File: config.mk
export PLATFORM = sky130hd
export DESIGN_NAME = cmc_config_logic
export DESIGN_NICKNAME = d
export VERILOG_FILES = /design/src/cmc_config_logic.v /design/src/cmc_sync.v
export VERILOG_INCLUDE_DIRS = /design/src /design/src/shared
export SDC_FILE = /design/constraint.sdc
export NUM_CORES = 1
export LEC_CHECK = 0
export ABC_AREA = 1
export BUFFER_PORTS_ARGS = -buffer_cell sky130_fd_sc_hd__clkbuf_2
export CAP_MARGIN = 40
export CORE_AREA = 3 3 73 127
export CTS_CLUSTER_DIAMETER = 60
export DETAILED_ROUTE_END_ITERATION = 10
export DIE_AREA = 0 0 76 130
export PLACE_DENSITY_LB_ADDON = 0.05
export RECOVER_POWER = 100
export SKIP_CTS_REPAIR_TIMING = 1
export SYNTH_ARGS = -nofsm -noshare
export SYNTH_HDL_FRONTEND = slang
export SYNTH_SLANG_ARGS = --single-unit
File: constraint.sdc
create_clock -name clk_i -period 1.3 [get_ports clk_i]
set_clock_uncertainty 0.05 [all_clocks]
set_input_delay 0.065 -clock clk_i [delete_from_list [all_inputs] [get_ports clk_i]]
set_output_delay 0.065 -clock clk_i [all_outputs]
set_load 0.01 [all_outputs]
File: src/shared/cmc_consts.vh
// Constants for the compatibility mode configuration logic.
`ifndef CMC_CONSTS_VH
`define CMC_CONSTS_VH

// Register addresses on the CPU bus.
`define CMC_ADDR_PORT_D_DIRECTION 16'h0007
`define CMC_ADDR_SERIAL_PERIPH_CONTROL 16'h000A
`define CMC_ADDR_WATCHDOG_SERVICE_A 16'h001D
`define CMC_ADDR_WATCHDOG_CONTROL_A 16'h001E
`define CMC_ADDR_SOFTWARE_OPTION 16'h3FDF
`define CMC_ADDR_WATCHDOG_CLEAR_B 16'h3FF0
`define CMC_ADDR_MODE_OPTION_NV 16'h3FF1

// Memory regions.
`define CMC_DUAL48_LO 16'h0020
`define CMC_DUAL48_HI 16'h004F
`define CMC_RAM_LO 16'h0050
`define CMC_RAM_HI 16'h00FF
`define CMC_DUAL128_LO 16'h0100
`define CMC_DUAL128_HI 16'h017F
`define CMC_GAP_LO 16'h0100
`define CMC_GAP_HI 16'h0FFF
`define CMC_EPROM_HI_LO 16'h1000
`define CMC_EPROM_HI_HI 16'h3EFF

// Memory sizes per mode, in bytes.
`define CMC_EPROM_BYTES_A 15932
`define CMC_RAM_BYTES_A 352
`define CMC_EPROM_BYTES_B 12092
`define CMC_RAM_BYTES_B 176

// Fields of mode_option_nv.
`define CMC_NV_MODE_BIT 0
`define CMC_NV_IRQ_BIT 1
`define CMC_NV_STOPDIS_BIT 2
`define CMC_NV_WDOG_EN_BIT 3
`define CMC_NV_SECURE_BIT 4
`define CMC_NV_MODE_A_MASK 8'hF1

// Fields of software_option.
`define CMC_SWO_IRQ_BIT 1
`define CMC_SWO_RAM1_BIT 6
`define CMC_SWO_RAM0_BIT 7
`define CMC_SWO_MASK 8'hC2

// Other fields.
`define CMC_SPC_OPEN_DRAIN_BIT 5
`define CMC_PD_MISO_BIT 2
`define CMC_PD_MOSI_BIT 3
`define CMC_PD_SCK_BIT 4

// Reset values.
`define CMC_RST_PORT_D_DIRECTION 7'h00
`define CMC_RST_SERIAL_PERIPH_CONTROL 8'h00
`define CMC_RST_WATCHDOG_CONTROL_A 8'h00
`define CMC_RST_SOFTWARE_OPTION 8'h02
`define CMC_MODE_A 1'b0
`define CMC_MODE_B 1'b1

`endif

File: src/cmc_config_logic.v
// Mode decode, register gating and pin gating for two emulation modes.
//
// Functional notes
// - Mode A: full map, both dual regions.
// - Mode B: 0x0100-0x0FFF disabled.
// - Mode A: 15932 EPROM, 352 RAM bytes.
// - Mode B: 12092 EPROM, 176 RAM bytes.
// - Option bits at 0x3FF1 act only in B, except the secure bit, which acts in both.
// - Software option register responds only in A.
// - Watchdog service/control registers only in A.
// - Write-only watchdog clear responds only in B.
// - Mode A: port D direction register enabled.
// - Mode B: port D input only.
// - Mode A: SPI outputs need direction bits.
// - Mode B: SPI outputs ignore direction bits.
// - Mode A: open-drain control bit honoured.
// - Mode B: open-drain control bit ignored.
// - Mode A: reset pin driven on faults.
// - Mode B: reset pin never driven.
// - Mode bit 1 selects B, 0 A.
// - Power-on reset forces mode A.
// - Mode A: B option bits read zero.
`timescale 1ns/1ps
`include "cmc_consts.vh"
module cmc_config_logic (
   // Clock, reset and enable.
   input wire clk_i,
   input wire rst_b_i,
   input wire ce_i,
   // Nonvolatile option storage and power-on reset indication.
   input wire [7:0] nv_option_i,
   input wire por_i,
   // CPU register bus.
   input wire [15:0] addr_i,
   input wire wr_i,
   input wire rd_i,
   input wire [7:0] wdata_i,
   output reg [7:0] rdata_o,
   // Memory region selects for the current address.
   output reg ram_sel_o,
   output reg eprom_sel_o,
   // Mode and option outputs.
   output reg mode_b_o,
   output reg irq_level_o,
   output reg stop_disable_o,
   output reg wdog_b_enable_o,
   output reg secure_o,
   output reg [7:0] wdog_a_control_o,
   output reg wdog_a_service_o,
   output reg wdog_b_clear_o,
   output reg [7:0] spi_control_o,
   // Watchdog and clock monitor timeouts.
   input wire wdog_timeout_i,
   input wire clkmon_timeout_i,
   // Port D and SPI pin gating.
   output reg [6:0] pd_dir_o,
   output reg pd_open_drain_o,
   input wire spi_mosi_drive_i,
   input wire spi_miso_drive_i,
   input wire spi_sck_drive_i,
   output reg spi_mosi_oe_o,
   output reg spi_miso_oe_o,
   output reg spi_sck_oe_o,
   // Open-drain reset pin.
   input wire reset_pin_i,
   output reg reset_pin_o,
   output reg reset_pin_oe_o
);
   wire [7:0] nv_sync;
   wire por_sync;
   wire reset_pin_sync;
   reg mode_b;
   reg mode_held;
   reg [1:0] settle;
   reg [6:0] port_d_direction;
   reg [7:0] serial_periph_control;
   reg [7:0] watchdog_control_a;
   reg [7:0] software_option;
   reg irq_written;
   reg hit_pdd;
   reg hit_spc;
   reg hit_wsa;
   reg hit_wca;
   reg hit_swo;
   reg hit_wcb;
   reg hit_mor;
   reg [7:0] next_rdata;
   reg next_ram_sel;
   reg next_eprom_sel;
   reg [7:0] mor_view;
   reg [6:0] pd_dir_eff;

   cmc_sync #(
      .WIDTH(8)
   ) u_nv_sync (
      .clk_i(clk_i),
      .rst_b_i(rst_b_i),
      .ce_i(ce_i),
      .async_i(nv_option_i),
      .sync_o(nv_sync)
   );

   cmc_sync #(
      .WIDTH(2)
   ) u_pin_sync (
      .clk_i(clk_i),
      .rst_b_i(rst_b_i),
      .ce_i(ce_i),
      .async_i({por_i, reset_pin_i}),
      .sync_o({por_sync, reset_pin_sync})
   );

   // Reset clears the synchroniser, so the stored byte shows at its output
   // only two enabled edges after release; catching the mode earlier would
   // always read mode A. It is caught then and held until reset or a power-on reset restarts the capture.
   always @(posedge clk_i) begin
      if (!rst_b_i) begin
         mode_b <= `CMC_MODE_A;
         mode_held <= 1'b0;
         settle <= 2'h0;
      end else if (ce_i) begin
         if (por_sync) begin
            mode_b <= `CMC_MODE_A;
            mode_held <= 1'b0;
            settle <= 2'h0;
         end else if (settle != 2'h2) begin
            settle <= settle + 2'h1;
         end else if (!mode_held) begin
            mode_b <= nv_sync[`CMC_NV_MODE_BIT];
            mode_held <= 1'b1;
         end
      end
   end

   // Address hits; registers absent in the current mode never match.
   always @* begin
      hit_pdd = !mode_b && addr_i == `CMC_ADDR_PORT_D_DIRECTION;
      hit_spc = addr_i == `CMC_ADDR_SERIAL_PERIPH_CONTROL;
      hit_wsa = !mode_b && addr_i == `CMC_ADDR_WATCHDOG_SERVICE_A;
      hit_wca = !mode_b && addr_i == `CMC_ADDR_WATCHDOG_CONTROL_A;
      hit_swo = !mode_b && addr_i == `CMC_ADDR_SOFTWARE_OPTION;
      hit_wcb = mode_b && addr_i == `CMC_ADDR_WATCHDOG_CLEAR_B;
      hit_mor = addr_i == `CMC_ADDR_MODE_OPTION_NV;
   end

   // Option bits that only exist in mode B read as zero in mode A.
   always @* begin
      mor_view = nv_sync;
      if (!mode_b) begin
         mor_view = nv_sync & `CMC_NV_MODE_A_MASK;
      end
   end

   // Read data multiplexer; unmapped and disabled locations read zero.
   always @* begin
      next_rdata = 8'h00;
      if (hit_pdd) begin
         next_rdata = {1'b0, port_d_direction};
      end else if (hit_spc) begin
         next_rdata = serial_periph_control;
      end else if (hit_wca) begin
         next_rdata = watchdog_control_a;
      end else if (hit_swo) begin
         next_rdata = software_option;
      end else if (hit_mor) begin
         next_rdata = mor_view;
      end
   end

   // Memory decode. The EPROM totals of each mode also count vectors and
   // option locations outside the ranges decoded here.
   always @* begin
      next_ram_sel = 1'b0;
      next_eprom_sel = 1'b0;
      if (addr_i >= `CMC_RAM_LO && addr_i <= `CMC_RAM_HI) begin
         next_ram_sel = 1'b1;
      end else if (addr_i >= `CMC_DUAL48_LO
                   && addr_i <= `CMC_DUAL48_HI) begin
         if (!mode_b && software_option[`CMC_SWO_RAM0_BIT]) begin
            next_ram_sel = 1'b1;
         end else begin
            next_eprom_sel = 1'b1;
         end
      end else if (addr_i >= `CMC_GAP_LO && addr_i <= `CMC_GAP_HI) begin
         if (!mode_b) begin
            if (addr_i <= `CMC_DUAL128_HI
                && software_option[`CMC_SWO_RAM1_BIT]) begin
               next_ram_sel = 1'b1;
            end else begin
               next_eprom_sel = 1'b1;
            end
         end
         // In mode B this whole range answers to nothing.
      end else if (addr_i >= `CMC_EPROM_HI_LO
                   && addr_i <= `CMC_EPROM_HI_HI) begin
         next_eprom_sel = 1'b1;
      end
   end

   // Register writes; a write to a disabled location has no effect.
   always @(posedge clk_i) begin
      if (!rst_b_i) begin
         port_d_direction <= `CMC_RST_PORT_D_DIRECTION;
         serial_periph_control <= `CMC_RST_SERIAL_PERIPH_CONTROL;
         watchdog_control_a <= `CMC_RST_WATCHDOG_CONTROL_A;
         software_option <= `CMC_RST_SOFTWARE_OPTION;
         irq_written <= 1'b0;
      end else if (ce_i && wr_i) begin
         if (hit_pdd) begin
            port_d_direction <= wdata_i[6:0];
         end
         if (hit_spc) begin
            serial_periph_control <= wdata_i;
         end
         if (hit_wca) begin
            watchdog_control_a <= wdata_i;
         end
         if (hit_swo) begin
            // The interrupt sense bit may be written only once.
            software_option[`CMC_SWO_RAM0_BIT] <=
               wdata_i[`CMC_SWO_RAM0_BIT];
            software_option[`CMC_SWO_RAM1_BIT] <=
               wdata_i[`CMC_SWO_RAM1_BIT];
            if (!irq_written) begin
               software_option[`CMC_SWO_IRQ_BIT] <=
                  wdata_i[`CMC_SWO_IRQ_BIT];
               irq_written <= 1'b1;
            end
         end
      end
   end

   // Effective direction bits: all inputs in mode B.
   always @* begin
      pd_dir_eff = port_d_direction;
      if (mode_b) begin
         pd_dir_eff = 7'h00;
      end
   end

   // Registered outputs.
   always @(posedge clk_i) begin
      if (!rst_b_i) begin
         rdata_o <= 8'h00;
         ram_sel_o <= 1'b0;
         eprom_sel_o <= 1'b0;
         mode_b_o <= `CMC_MODE_A;
         irq_level_o <= 1'b0;
         stop_disable_o <= 1'b0;
         wdog_b_enable_o <= 1'b0;
         secure_o <= 1'b0;
         wdog_a_control_o <= `CMC_RST_WATCHDOG_CONTROL_A;
         wdog_a_service_o <= 1'b0;
         wdog_b_clear_o <= 1'b0;
         spi_control_o <= `CMC_RST_SERIAL_PERIPH_CONTROL;
         pd_dir_o <= 7'h00;
         pd_open_drain_o <= 1'b0;
         spi_mosi_oe_o <= 1'b0;
         spi_miso_oe_o <= 1'b0;
         spi_sck_oe_o <= 1'b0;
         reset_pin_o <= 1'b0;
         reset_pin_oe_o <= 1'b0;
      end else if (ce_i) begin
         rdata_o <= rd_i ? next_rdata : 8'h00;
         ram_sel_o <= next_ram_sel;
         eprom_sel_o <= next_eprom_sel;
         mode_b_o <= mode_b;
         // Mode A takes interrupt sense from software, mode B from storage.
         if (mode_b) begin
            irq_level_o <= nv_sync[`CMC_NV_IRQ_BIT];
         end else begin
            irq_level_o <= software_option[`CMC_SWO_IRQ_BIT];
         end
         stop_disable_o <= mode_b
            && nv_sync[`CMC_NV_STOPDIS_BIT];
         wdog_b_enable_o <= mode_b
            && nv_sync[`CMC_NV_WDOG_EN_BIT];
         secure_o <= nv_sync[`CMC_NV_SECURE_BIT];
         wdog_a_control_o <= mode_b ? 8'h00 : watchdog_control_a;
         wdog_a_service_o <= wr_i && hit_wsa;
         wdog_b_clear_o <= wr_i && hit_wcb;
         spi_control_o <= serial_periph_control;
         pd_dir_o <= pd_dir_eff;
         pd_open_drain_o <= !mode_b
            && serial_periph_control[`CMC_SPC_OPEN_DRAIN_BIT];
         // SPI drive is gated by direction bits only in mode A.
         spi_mosi_oe_o <= spi_mosi_drive_i
            && (mode_b || port_d_direction[`CMC_PD_MOSI_BIT]);
         spi_miso_oe_o <= spi_miso_drive_i
            && (mode_b || port_d_direction[`CMC_PD_MISO_BIT]);
         spi_sck_oe_o <= spi_sck_drive_i
            && (mode_b || port_d_direction[`CMC_PD_SCK_BIT]);
         // Open drain: pulled low only, never driven high.
         reset_pin_o <= 1'b0;
         reset_pin_oe_o <= !mode_b && (por_sync || wdog_timeout_i
            || clkmon_timeout_i);
      end
   end

   // The synchronised pin level is kept for the reset controller; this
   // block only gates the drive.
   wire unused_reset_pin = reset_pin_sync;
endmodule // cmc_config_logic

File: src/cmc_sync.v
// Two flip-flop synchroniser for levels from outside the clock domain.
`timescale 1ns/1ps
module cmc_sync #(
   parameter WIDTH = 1
) (
   // Clock, reset and enable.
   input wire clk_i,
   input wire rst_b_i,
   input wire ce_i,
   // Data.
   input wire [WIDTH-1:0] async_i,
   output reg [WIDTH-1:0] sync_o
);
   reg [WIDTH-1:0] stage1;

   always @(posedge clk_i) begin
      if (!rst_b_i) begin
         stage1 <= {WIDTH{1'b0}};
         sync_o <= {WIDTH{1'b0}};
      end else if (ce_i) begin
         stage1 <= async_i;
         sync_o <= stage1;
      end
   end
endmodule // cmc_sync

# Word-level counts from Yosys, hierarchy flattened
# Index checks and enable logic that the tools add are counted.
# classes
add_sub_neg	1
mul	0
div_mod_pow	0
magnitude_cmp	9
n_eq_ne	10
n_shift	0
n_mux	30
bitwise	1
reduce_logical	36
# ops
cell	n
$mux 8	7
$eq 16x14->1 const B	3
$eq 16x5->1 const B	2
$logic_and 1x1->1	21
$mux 1	19
$eq 16x3->1 const B	1
$eq 16x4->1 const B	1
$ge 16x13->1 const B	1
$ge 16x6->1 const B	1
$ge 16x7->1 const B	1
$ge 16x9->1 const B	1
$le 16x12->1 const B	1
$le 16x14->1 const B	1
$le 16x7->1 const B	1
$le 16x8->1 const B	1
$le 16x9->1 const B	1
$reduce_and 2->1	6
$mux 7	1
$reduce_and 3->1	2
$logic_or 1x1->1	5
$mux 2	2
$mux 4	1
$ne 2x1->1 const B	2
$add 2x1->2 const B	1
4 further kinds	4
# totals
regBits	96
latchBits	0
ramBits	0
mem_bits_ro	0
input_bits	44
output_inout_bits	46
wordCells	118
mem_count	0

# Depth between registers and ports, before layout
# Gate-level depths: netlist of run 1.
# logic_depth
depth_word	7
ltp_mapped	12
depth_no_buf	12

# Cells and area by module
# A second synthesis of run 1 with hierarchy kept.
# hier_totals
cells_unflattened	597
hier_area_um2	4299.1
# modules_own_cells
mod	instances	cells_each	area_each_um2	seq_area_each_um2
cmc_config_logic	1	471	3458.3	1521.5
cmc_sync at u_nv_sync	1	101	674.4	320.3
cmc_sync at u_pin_sync	1	25	166.4	80.1

# Worst setup path after synthesis of run 1
# OpenSTA, ideal clock, no wires.
# synth_timing
path_kind	register to register
from	register mode_b
to	register rdata_o[4]
setup_time_ns	0.067
t_arrival_ns	1.290
required_time_ns	1.183
slack_ns	-0.107
path_stages_with_launch	12
path_buffers	2
synth_period_minus_slack_ns	1.407
path_cell_list	dfxtp_1 -> buf_2 -> nor2_2 -> nand2_2 -> nor2_4 -> nand2_2 -> buf_6 -> nand2_1 -> nand3_1 -> nand2_1 -> nand2_1 -> a21oi_2
# synth_between
elab_chain_cells	7
word_cells_on_any_way	9
cone_classes	mux (5); reduce/logical (4)
# synth_rtl
item	line	text
start, declared	cmc_config_logic.v:72	reg mode_b;
start signal, assigned	cmc_config_logic.v:118	mode_b <= `CMC_MODE_A;
start signal, assigned	cmc_config_logic.v:123	mode_b <= `CMC_MODE_A;
start signal, assigned	cmc_config_logic.v:129	mode_b <= nv_sync[`CMC_NV_MODE_BIT];
$logic_not 1->1 (*)	cmc_config_logic.v:137, cmc_config_logic.v:140, cmc_config_logic.v:141	
$logic_and 1x1->1 (no line)	-	
$mux 8	cmc_config_logic.v:163	end else if (hit_swo) begin
$mux 8	cmc_config_logic.v:161	end else if (hit_wca) begin
$mux 8	cmc_config_logic.v:159	end else if (hit_spc) begin
$mux 8 (*)	cmc_config_logic.v:157	if (hit_pdd) begin
$mux 8 (*)	cmc_config_logic.v:264	rdata_o <= rd_i ? next_rdata : 8'h00;
end signal, assigned	cmc_config_logic.v:264	
end, declared	cmc_config_logic.v:38	output reg [7:0] rdata_o,
# Mark *: on every way between the ends. The rest lies on a longest branch, timed or not.
# A chain may end at the register's enable or synchronous reset.

# Worst setup path in the final report of run 1
# layout_timing
from	register mode_b
to	register rdata_o[6]
# Same word-level chain as after synthesis.

==> impl_results.md, run 1 <==
- Share of cells above drive strength 1: 23.73%
- Worst path arrival time: 1.75 ns
- I/O Buffers: 87
- Vias in the first global route: 3887
- Initial Util: 48.83%
- I/O Pins: 90
- Most common cell after layout, fill and taps aside: nand2_1
- PnR worst setup slack: -0.2144 ns
- CTS tree: built
- Max incr delay on CP: 0.33 ns
- Placed Area: 4941 um2
- Post-route DRC: 0
- WL/cell: 14.84 um
- GRT Total Usage: 24.67%
- Largest net degree at the start of global routing: 44
- Slew Limit Fails: 0
- Inserted Clock Buffers: 9
- Fin nets: 748
- Remaining antenna violation count: 0
- Worst VDD drop: 0.8493 mV
- Total gr overflow: 0
- Fin Hold WS: -0.01763 ns
- Via count: 4168
- Die Area: 9880 um2
- Leakage: 2.278 nW
- Sequential element share of the synthesized area: 46.36%
- CP max FO: 7
- Longest Clk Path Bufs: 2
- Post-Synthesis Cells: 566
- Worst-path cell chain: buf_6, nor2_4, nand2_2, nor2_4, nand2_4, buf_6, nand3_2, nand2_1, nand2_1, nand2_2, a21oi_2
- Crit Path Class: reg -> reg
- H-tree Lvls: 3
- Initial antenna violation count: 0
- Actual slew at the worst max-slew pin: 0.5367 ns
- Pre-antenna DRT Iters: 4
- Final worst-path cycle share: 116.5%
- Most frequent cells in the layout: nand2_1 (96), dfxtp_1 (93), nor2_1 (66)
- Die extent in x: 76 um
- Clk slew on worst S/H paths: 0.07 ns
- Post-Syn Area: 4059 um2
- Post-Layout Inst Area: 5480 um2
- Syn_area_per_cell: 7.171 um2
- DR iter-0 viols: 187
- Status: finished, violations left
- # Max-Cap Violations: 0
- Post-place setup slack: -0.2844 ns
- Final Critical Period: 1.514 ns
- RSZ-0062 raised after global routing: true
- Violated checks: hold timing, setup timing
- Final Setup Violations: 24
- WL final: 12.22 mm
- Vias/cell: 5.064
- WP buf/inv: 2
- Die H: 130 um
- Endpoints failing hold: 2
- Critical path capture point type: flop
- Clk sink count: 94
- Netlist cell types: 31
- Synth Register Bits: 94
- Synthesized net count: 611
- Clock root buffer: clkbuf_16
- Row Count: 44
- First-pass GRT wire length: 18.85 mm
- DP Wirelength: 9.173 mm
- Max-slew headroom: 64.22%
- Core area: 8313 um2
- Power per cell area: 1147 nW/um2
- GPL Wtd Cong: 0.9186
- ANT cells: 0
- Yosys Warn Count: 0
- Cell with the largest stage delay on the worst path: dfxtp_2
- Top cell family by delay on the critical path: simple AND/OR/NAND/NOR gates
- Data required, critical path: 1.53 ns
- Hold crit path type: in -> reg
- Fmax: 660.3 MHz
- Area Overhead vs Synth: 35.02%
- Insertion delay to the later sink of the worst-skew pair: 0.34 ns
- Worst setup SP type: flop
sequential cells by signal (all words and copies together) (netlist names), 2 cells and up:
signal,cells
port_d_direction,7
software_option,3
pd_dir_o,7
wdog_a_control_o,8
u_nv_sync.sync_o,8
rdata_o,8
settle,2
watchdog_control_a,8
u_nv_sync.stage1,8
serial_periph_control,8
spi_control_o,8
cells in the mapped netlist:
cell type,number,area [um2]
conb_1,1,3.750
buf_6,3,33.78
nand3_2,2,20.02
o21ai_1,9,45.04
or2_0,1,6.260
nand2_2,3,18.77
nand2_1,99,371.6
a21oi_1,63,315.3
buf_4,1,7.510
nand4_1,10,62.56
nor2_8,1,20.02
nor2_2,5,31.28
o211ai_1,1,7.510
inv_1,52,195.2
inv_2,3,11.26
o21ai_0,71,355.3
nor2_1,73,274.0
buf_2,4,20.02
clkbuf_1,19,71.32
nand3_1,20,100.1
a21oi_2,1,8.760
nor2_4,3,33.78
nand3b_1,1,7.510
or2_2,1,6.260
buf_1,4,15.01
ha_1,1,12.51
nor3_1,12,60.06
o31ai_1,2,15.01
nor3_2,1,10.01
dfxtp_1,94,1882
a211oi_1,5,37.54
worst reg2reg max path, delay by kind of cell (launching register included):
kind	cells	cell delay (ns)
AO/OA/AOI/OAI	1	0.13
buffers and inverters	2	0.27
flip-flops	1	0.33
AND/OR/NAND/NOR	8	0.66
kinds of logic after synthesis:
group / after synthesis / synth area share [%]
AOI/OAI and AO/OA: 152 / 19.33
and+or+nand+nor: 232 / 25.19
DFF: 94 / 46.36
adders and majority gates: 1 / 0.3082
buffers and inverters: 86 / 8.724
other: 1 / 0.09239
worst paths after layout:
kind,start,end,slack (ns),cells past startpoint
max,mode_b$_SDFFE_PN0P_,rdata_o[6]$_SDFFE_PN0P_,-0.21,11
min,spi_miso_drive_i,spi_miso_oe_o$_SDFFE_PN0P_,-0.02,3
max reg2reg,mode_b$_SDFFE_PN0P_,rdata_o[6]$_SDFFE_PN0P_,-0.21,11
min reg2reg,port_d_direction[1]$_SDFFE_PN0P_,pd_dir_o[1]$_SDFFE_PN0P_,0.41,2
metrics by stage:
stage,utilization (%),hold slack [ns],setup TNS [ns],power (W),instances
final,65.92,-0.01763,-2.755,0.006286,823
after global routing,65.92,0.007522,-5.471,0.006533,823
after CTS,63.09,-0.1214,-4.115,0.006298,807
after detailed placement,59.44,0.2441,-6.204,0.003609,791
after global placement,59.44,0.2374,-5.092,0.003593,791
after floorplan,-,0.1499,-0.3788,0.003329,566
area by class of cell:
type	instances	area, um2
fill	767	2833
multi-input combinational	386	1956
sequential	94	1883
timing repair buffer	157	984.7
clock buffer	10	229.0
inverter	55	209.0
tap	115	143.9
clock inverter	6	75.07
power by group:
part | internal (W) | total, W | switching, W
combinational | 0.000240 | 0.000588 | 0.000348
clock | 0.00153 | 0.00271 | 0.00118
sequential | 0.00295 | 0.00299 | 0.0000401
metal layers:
| layer | global-route usage [%] | share of wire [%] | vias up |
|---|---|---|---|
| met2 | 48.59 | 55 | 92 |
| met3 | 3.936 | 3.6 | 27 |
| li1 | - | - | 2131 |
| met5 | 0 | 0 | - |
| met4 | 12.59 | 3.9 | 0 |
| met1 | 24.89 | 37 | 1918 |
Note: power is estimated with default switching activity, not from simulation.
==> inputs of run 2 (changes only) <==
Settings changed: CORE_AREA 3 3 73 127 to 2 2 72 126, DIE_AREA 0 0 76 130 to 0 0 74 128.
==> run 2 against run 1 <==
The flow still finishes with violations (hold timing, setup timing); highest routed layer unchanged; combinational power grew 0.7%; register-to-register slack better by 0.05 ns; worst setup slack improved by 0.045 ns; die area decreased by 4.1%; core utilization fell by 1.1 points; final area grew 0.62%; count of clock-buffer cells in the layout is the same; global-route usage up 0.48 points; largest power group unchanged; critical path type unchanged.
==> impl_results.md, run 2 (synthesis results as in run 1) <==
- Status: finished, violations left
- Clk slew on worst S/H paths: 0.07 ns (about the same)
- Actual slew at the worst max-slew pin: 0.6641 ns (+0.1274 ns)
- Slew Limit Fails: 0 (unchanged)
- Endpoints failing hold: 2 (unchanged)
- Fin nets: 747 (-0.13%)
- Reg2reg start: mode_b$_SDFFE_PN0P_
- Insertion delay to the later sink of the worst-skew pair: 0.34 ns (about the same)
- Worst Reg-to-Reg Cells: 8 (-3)
- H-tree Lvls: 3 (unchanged)
- Hold crit path type: in -> reg
- GRT Total Usage: 25.15% (+0.48 points)
- PnR worst setup slack: -0.1690 ns (+0.04538 ns)
- WL/cell: 14.58 um (-1.8%)
- Initial antenna violation count: 0 (unchanged)
- Fin Hold WS: -0.008569 ns (+0.009064 ns)
- Vias in the first global route: 3721 (-4.3%)
- Leakage: 2.249 nW (-1.2%)
- Placed Cells: 788 (-0.38%)
- Power per cell area: 1105 nW/um2 (-3.7%)
- # Max-Cap Violations: 0 (unchanged)
- Die extent in x: 74 um (-2.6%)
- RSZ-0062 raised after global routing: true
- Final Setup Violations: 21 (-13%)
- Clock root buffer: clkbuf_16
- Non-Filler Instances: 824 (+0.12%)
- Largest net degree at the start of global routing: 41 (-6.8%)
- Hold_sp: wdata_i[2]
- First-pass GRT wire length: 17.93 mm (-4.9%)
- Final Critical Period: 1.469 ns (-0.04539 ns)
- Pre-antenna DRT Iters: 5 (+1)
- Fmax: 680.7 MHz (+3.1%)
- Worst VDD drop: 0.8947 mV (+5.3%)
- Remaining antenna violation count: 0 (unchanged)
- R2r setup slk: -0.17 ns (+0.05 ns)
- Initial Util: 47.74% (-1.1 points)
- Clk pwr share: 41.1% (-1.9 points)
- Final worst-path cycle share: 113.0% (-3.5 points)
- Die Area: 9472 um2 (-4.1%)
- Most frequent cells in the layout: nand2_1 (96), dfxtp_1 (93), nor2_1 (66)
- Crit Path Class: reg -> reg
- Inserted Clock Buffers: 9 (unchanged)
- Sequential fraction of design power: 49.2% (+1.6 points)
- Total gr overflow: 0 (unchanged)
- RR Endpoint: software_option[1]$_SDFFE_PN1P_
- I/O Pins: 90 (unchanged)
- Final Power: 0.006093 W (-3.1%)
- Vias/cell: 5.131 (+1.3%)
- Most common cell after layout, fill and taps aside: nand2_1
- Crit path from: mode_b$_SDFFE_PN0P_
- Switching share of total power: 25.23% (+0.31 points)
- Hold Path Stages: 3 (unchanged)
- CTS tree: built
- Internal: 0.004556 W (-3.5%)
- Post-route DRC: 0 (unchanged)
- Share of cells above drive strength 1: 24.19% (+0.46 points)
- Area Overhead vs Synth: 35.85%
- Die H: 128 um (-1.5%)
- Worst setup SP type: flop
- Comb power frac: 9.7% (+0.3 points)
- I/O Buffers: 87 (unchanged)
- DR iter-0 viols: 277 (+48%)
- Worst path arrival time: 1.65 ns (-0.10 ns)
- WL final: 12.02 mm (-1.6%)
- CP max FO: 5 (-2)
- Core area: 8502 um2 (+2.3%)
- Data required, critical path: 1.48 ns (-0.05 ns)
- GPL Wtd Cong: 0.8931 (-2.8%)
- ANT cells: 0 (unchanged)
- Post-place setup slack: -0.1345 ns (+0.1500 ns)
- DP Wirelength: 8.776 mm (-4.3%)
- Clk sink count: 94 (unchanged)
- Worst-case hold path end point: watchdog_control_a[2]$_SDFFE_PN0P_
- Max-slew headroom: 55.72% (-8.5 points)
- Longest Clk Path Bufs: 2 (unchanged)
- Switching pwr: 0.001538 W (-1.9%)
- Via count: 4228 (+1.4%)
- Critical path capture point type: flop
- Violated checks: hold timing, setup timing
- Row Count: 45 (+2.3%)
[run 2: cell count changes in the layout (fill, tap and decap cells not counted), moves of 2 or more]
cell      change
o21ai_2       +2
nor3_1        +2
clkinv_2      +3
a21oi_2       +3
o21ai_0       -6
nor2_4        +5
o21ai_1       +4
nand3_4       +2
nor3_2        -2
nor2_2        -4
a21oi_1       -3
buf_6         -2
buf_4         -6
[run 2: power by group through the flow]
stage	registers [W]	logic, W	clock network [W]
floorplan	0.00306	0.000267	0
global route	0.00300	0.000658	0.00268
CTS	0.00300	0.000549	0.00255
finish	0.00300	0.000592	0.00250
global placement	0.00306	0.000536	0
detailed placement	0.00306	0.000545	0
[run 2: critical path: stages (launching register included)]
cell     delay, ns
dfxtp_4       0.38
nor2_2        0.08
nand3_1       0.09
nor2_2        0.20
nand2_2       0.11
nor2_4        0.17
nand2_2       0.08
a21oi_1       0.13
o21ai_1       0.08
[run 2: final cells by class]
type	count	area (um2)
clock buffers	10	239.0
clock inverters	6	43.79
fillers	810	2988
inverters	55	211.5
multi-input cells	388	2041
flip-flops and latches	94	1886
well taps	117	146.4
repair buffers	154	947.2
[run 2: stage by stage]
stage | area, um2 | setup TNS [ns] | utilization (%)
6_report | 5514 | -1.701 | 64.86
5_1_grt | 5514 | -4.886 | 64.86
4_1_cts | 5189 | -2.033 | 61.03
3_5_place_dp | 4906 | -3.267 | 57.70
3_3_place_gp | 4906 | -2.177 | 57.70
2_1_floorplan | 4085 | -0.3788 | -
[run 2: metal layers]
| metal | GRT usage [%] | share of wire (%) | vias up |
|---|---|---|---|
| li1 | - | - | 2130 |
| met1 | 27.81 | 38 | 1960 |
| met2 | 46.11 | 55 | 114 |
| met3 | 4.953 | 3.8 | 24 |
| met4 | 8.770 | 3.0 | 0 |
| met5 | 0 | 0 | - |
[run 2: worst max path at each step]
stage | slack [ns] | endpoint | cells past startpoint
2_1_floorplan | -0.05 | rdata_o[4]$_SDFFE_PN0P_ | 11
3_5_place_dp | -0.13 | ram_sel_o$_SDFFE_PN0P_ | 11
6_report | -0.17 | software_option[1]$_SDFFE_PN1P_ | 8
4_1_cts | -0.14 | rdata_o[1]$_SDFFE_PN0P_ | 10
5_1_grt | -0.24 | watchdog_control_a[3]$_SDFFE_PN0P_ | 8
3_3_place_gp | -0.12 | ram_sel_o$_SDFFE_PN0P_ | 11
==> inputs of run 3 (changes only) <==
Settings changed: GPL_TIMING_DRIVEN set to 0.
==> run 3 against run 2 <==
The run still ends with hold timing, setup timing left; largest cell class unchanged; critical endpoint is now port_d_direction[4]$_SDFFE_PN0P_; final area about the same; worst hold slack got worse by 0.0035 ns; wire length increased by 9.1%; highest routed layer unchanged; non-clock buffer count decreased by 1.
==> impl_results.md, run 3 (synthesis results as in run 1) <==
- Status: finished, violations left
- Violated checks: hold timing, setup timing
- First-pass GRT wire length: 18.86 mm (+5.2%)
- # fillers: 816 (+0.74%)
- Fmax: 622.0 MHz (-8.6%)
- Slew Limit Fails: 0 (unchanged)
- Top cell family by delay on the critical path: simple AND/OR/NAND/NOR gates
- Vias in the first global route: 3819 (+2.6%)
- Worst-path cell chain: buf_8, inv_8, nand3_4, nor2_4, nand4_1, buf_6, o21ai_1, a21oi_2
- Data required, critical path: 1.48 ns (about the same)
- Inserted Clock Buffers: 9 (unchanged)
- Endpoints failing hold: 2 (unchanged)
- Switching pwr: 0.001565 W (+1.8%)
- Post-place setup slack: -0.4058 ns (-0.2713 ns)
- I/O Buffers: 86 (-1.1%)
- Worst Reg-to-Reg Cells: 8 (unchanged)
- Die Area: 9472 um2 (unchanged)
- Initial antenna violation count: 0 (unchanged)
- Critical path capture point type: flop
- Most frequent cells in the layout: nand2_1 (95), dfxtp_1 (93), nor2_1 (65)
- Hold Path Stages: 3 (unchanged)
- Post-route DRC: 0 (unchanged)
- H-tree Lvls: 3 (unchanged)
- Longest Clk Path Bufs: 2 (unchanged)
- Clk sink count: 94 (unchanged)
- Max incr delay on CP: 0.32 ns (-0.06 ns)
- Initial Util: 47.74% (unchanged)
- Setup total negative slack: -5.692 ns (-3.990 ns)
- Pre-antenna DRT Iters: 5 (unchanged)
- Power per cell area: 1138 nW/um2 (+3.0%)
- Clock root buffer: clkbuf_16
- Largest net degree at the start of global routing: 16 (-61%)
- Leakage: 2.213 nW (-1.6%)
- Fin Hold WS: -0.01204 ns (-0.003476 ns)
- WL final: 13.11 mm (+9.1%)
- WP buf/inv: 3 (+3)
- RSZ-0062 raised after global routing: true
- ANT cells: 0 (unchanged)
- Final Setup Violations: 33 (+57%)
- Vias/cell: 5.235 (+2.0%)
- Comb power frac: 9.5% (-0.2 points)
- Sequential fraction of design power: 47.7% (-1.5 points)
- Cell with the largest stage delay on the worst path: dfxtp_2
- CP max FO: 7 (+2)
- Worst setup SP type: flop
- Clk slew on worst S/H paths: 0.07 ns (about the same)
- GPL Wtd Cong: 1.005 (+13%)
- Share of cells above drive strength 1: 22.27% (-1.9 points)
- DP Wirelength: 9.301 mm (+6.0%)
- DR iter-0 viols: 258 (-6.9%)
- Total gr overflow: 0 (unchanged)
- Placed Cells: 769 (-2.4%)
- Crit Path Class: reg -> reg
- WP depth: 8 (unchanged)
- Core area: 8502 um2 (unchanged)
- Internal: 0.004713 W (+3.5%)
- GRT Total Usage: 26.64% (+1.5 points)
- I/O Pins: 90 (unchanged)
- Final Critical Period: 1.608 ns (+0.1387 ns)
- PnR worst setup slack: -0.3078 ns (-0.1387 ns)
- Die extent in x: 74 um (unchanged)
- # Max-Cap Violations: 0 (unchanged)
- WL/cell: 15.95 um (+9.4%)
- Max-slew headroom: 45.36% (-10 points)
- Fin util: 64.89% (about the same)
- Worst VDD drop: 1.105 mV (+24%)
- Die H: 128 um (unchanged)
- Via count: 4303 (+1.8%)
- Clk pwr share: 42.8% (+1.7 points)
- Fin nets: 745 (-0.27%)
- Area Overhead vs Synth: 35.91% (about the same)
- Most common cell after layout, fill and taps aside: nand2_1
- Worst path arrival time: 1.79 ns (+0.14 ns)
- Non-Filler Instances: 822 (-0.24%)
- Switching share of total power: 24.93% (-0.31 points)
- Actual slew at the worst max-slew pin: 0.8196 ns (+0.1555 ns)
- Hold crit path type: in -> reg
- Insertion delay to the later sink of the worst-skew pair: 0.35 ns (about the same)
- Remaining antenna violation count: 0 (unchanged)
- Row Count: 45 (unchanged)
- Final worst-path cycle share: 123.7% (+11 points)
- CTS tree: built
run 3: stage by stage:
stage / hold slack, ns / instance area, um2 / power, W
6_report: -0.01204 / 5517 / 0.006278
5_1_grt: 0.01496 / 5517 / 0.006484
4_1_cts: -0.1162 / 4961 / 0.006195
3_5_place_dp: 0.2423 / 4662 / 0.003559
3_3_place_gp: 0.2400 / 4662 / 0.003545
2_1_floorplan: 0.1499 / 4085 / 0.003329
run 3: layout make-up:
cell class	count	area, um2	share of cell area [%]
Clock buffer	11	242.7	4.400
Tap cell	117	146.4	2.654
Timing Repair Buffer	122	705.7	12.79
Inverter	55	214.0	3.878
Buffer	31	190.2	3.447
Clock inverter	5	56.30	1.021
Multi-Input combinational cell	387	2078	37.67
Sequential cell	94	1883	34.13
run 3: per-layer routing:
layer  share of wire [%]  routed length, um  vias to the layer above  track usage (%)
li1                    -                  -                     2123                -
met3                 4.3                561                       35            4.167
met4                 4.6                600                        0            11.23
met5                   0                  0                        -                0
met2                  53               6940                      148            48.16
met1                  38               5007                     1997            29.90
run 3: power by group through the flow:
stage	Combinational [W]	Sequential [W]	Clock, W
after detailed placement	0.000499	0.00306	0
final	0.000595	0.00300	0.00269
after global routing	0.000653	0.00300	0.00283
after global placement	0.000488	0.00306	0
after floorplan	0.000267	0.00306	0
after CTS	0.000502	0.00299	0.00270
run 3: final timing paths:
kind | from | end | slack, ns
hold reg to reg | port_d_direction[4]$_SDFFE_PN0P_ | pd_dir_o[4]$_SDFFE_PN0P_ | 0.41
setup / recovery | mode_b$_SDFFE_PN0P_ | port_d_direction[4]$_SDFFE_PN0P_ | -0.31
setup reg to reg | mode_b$_SDFFE_PN0P_ | port_d_direction[4]$_SDFFE_PN0P_ | -0.31
hold / removal | wdata_i[7] | watchdog_control_a[7]$_SDFFE_PN0P_ | -0.01
run 3: worst min-delay path: stages:
cell and delay (ns):
clkbuf_2 0.14, nor3_2 0.06, nor2_1 0.09
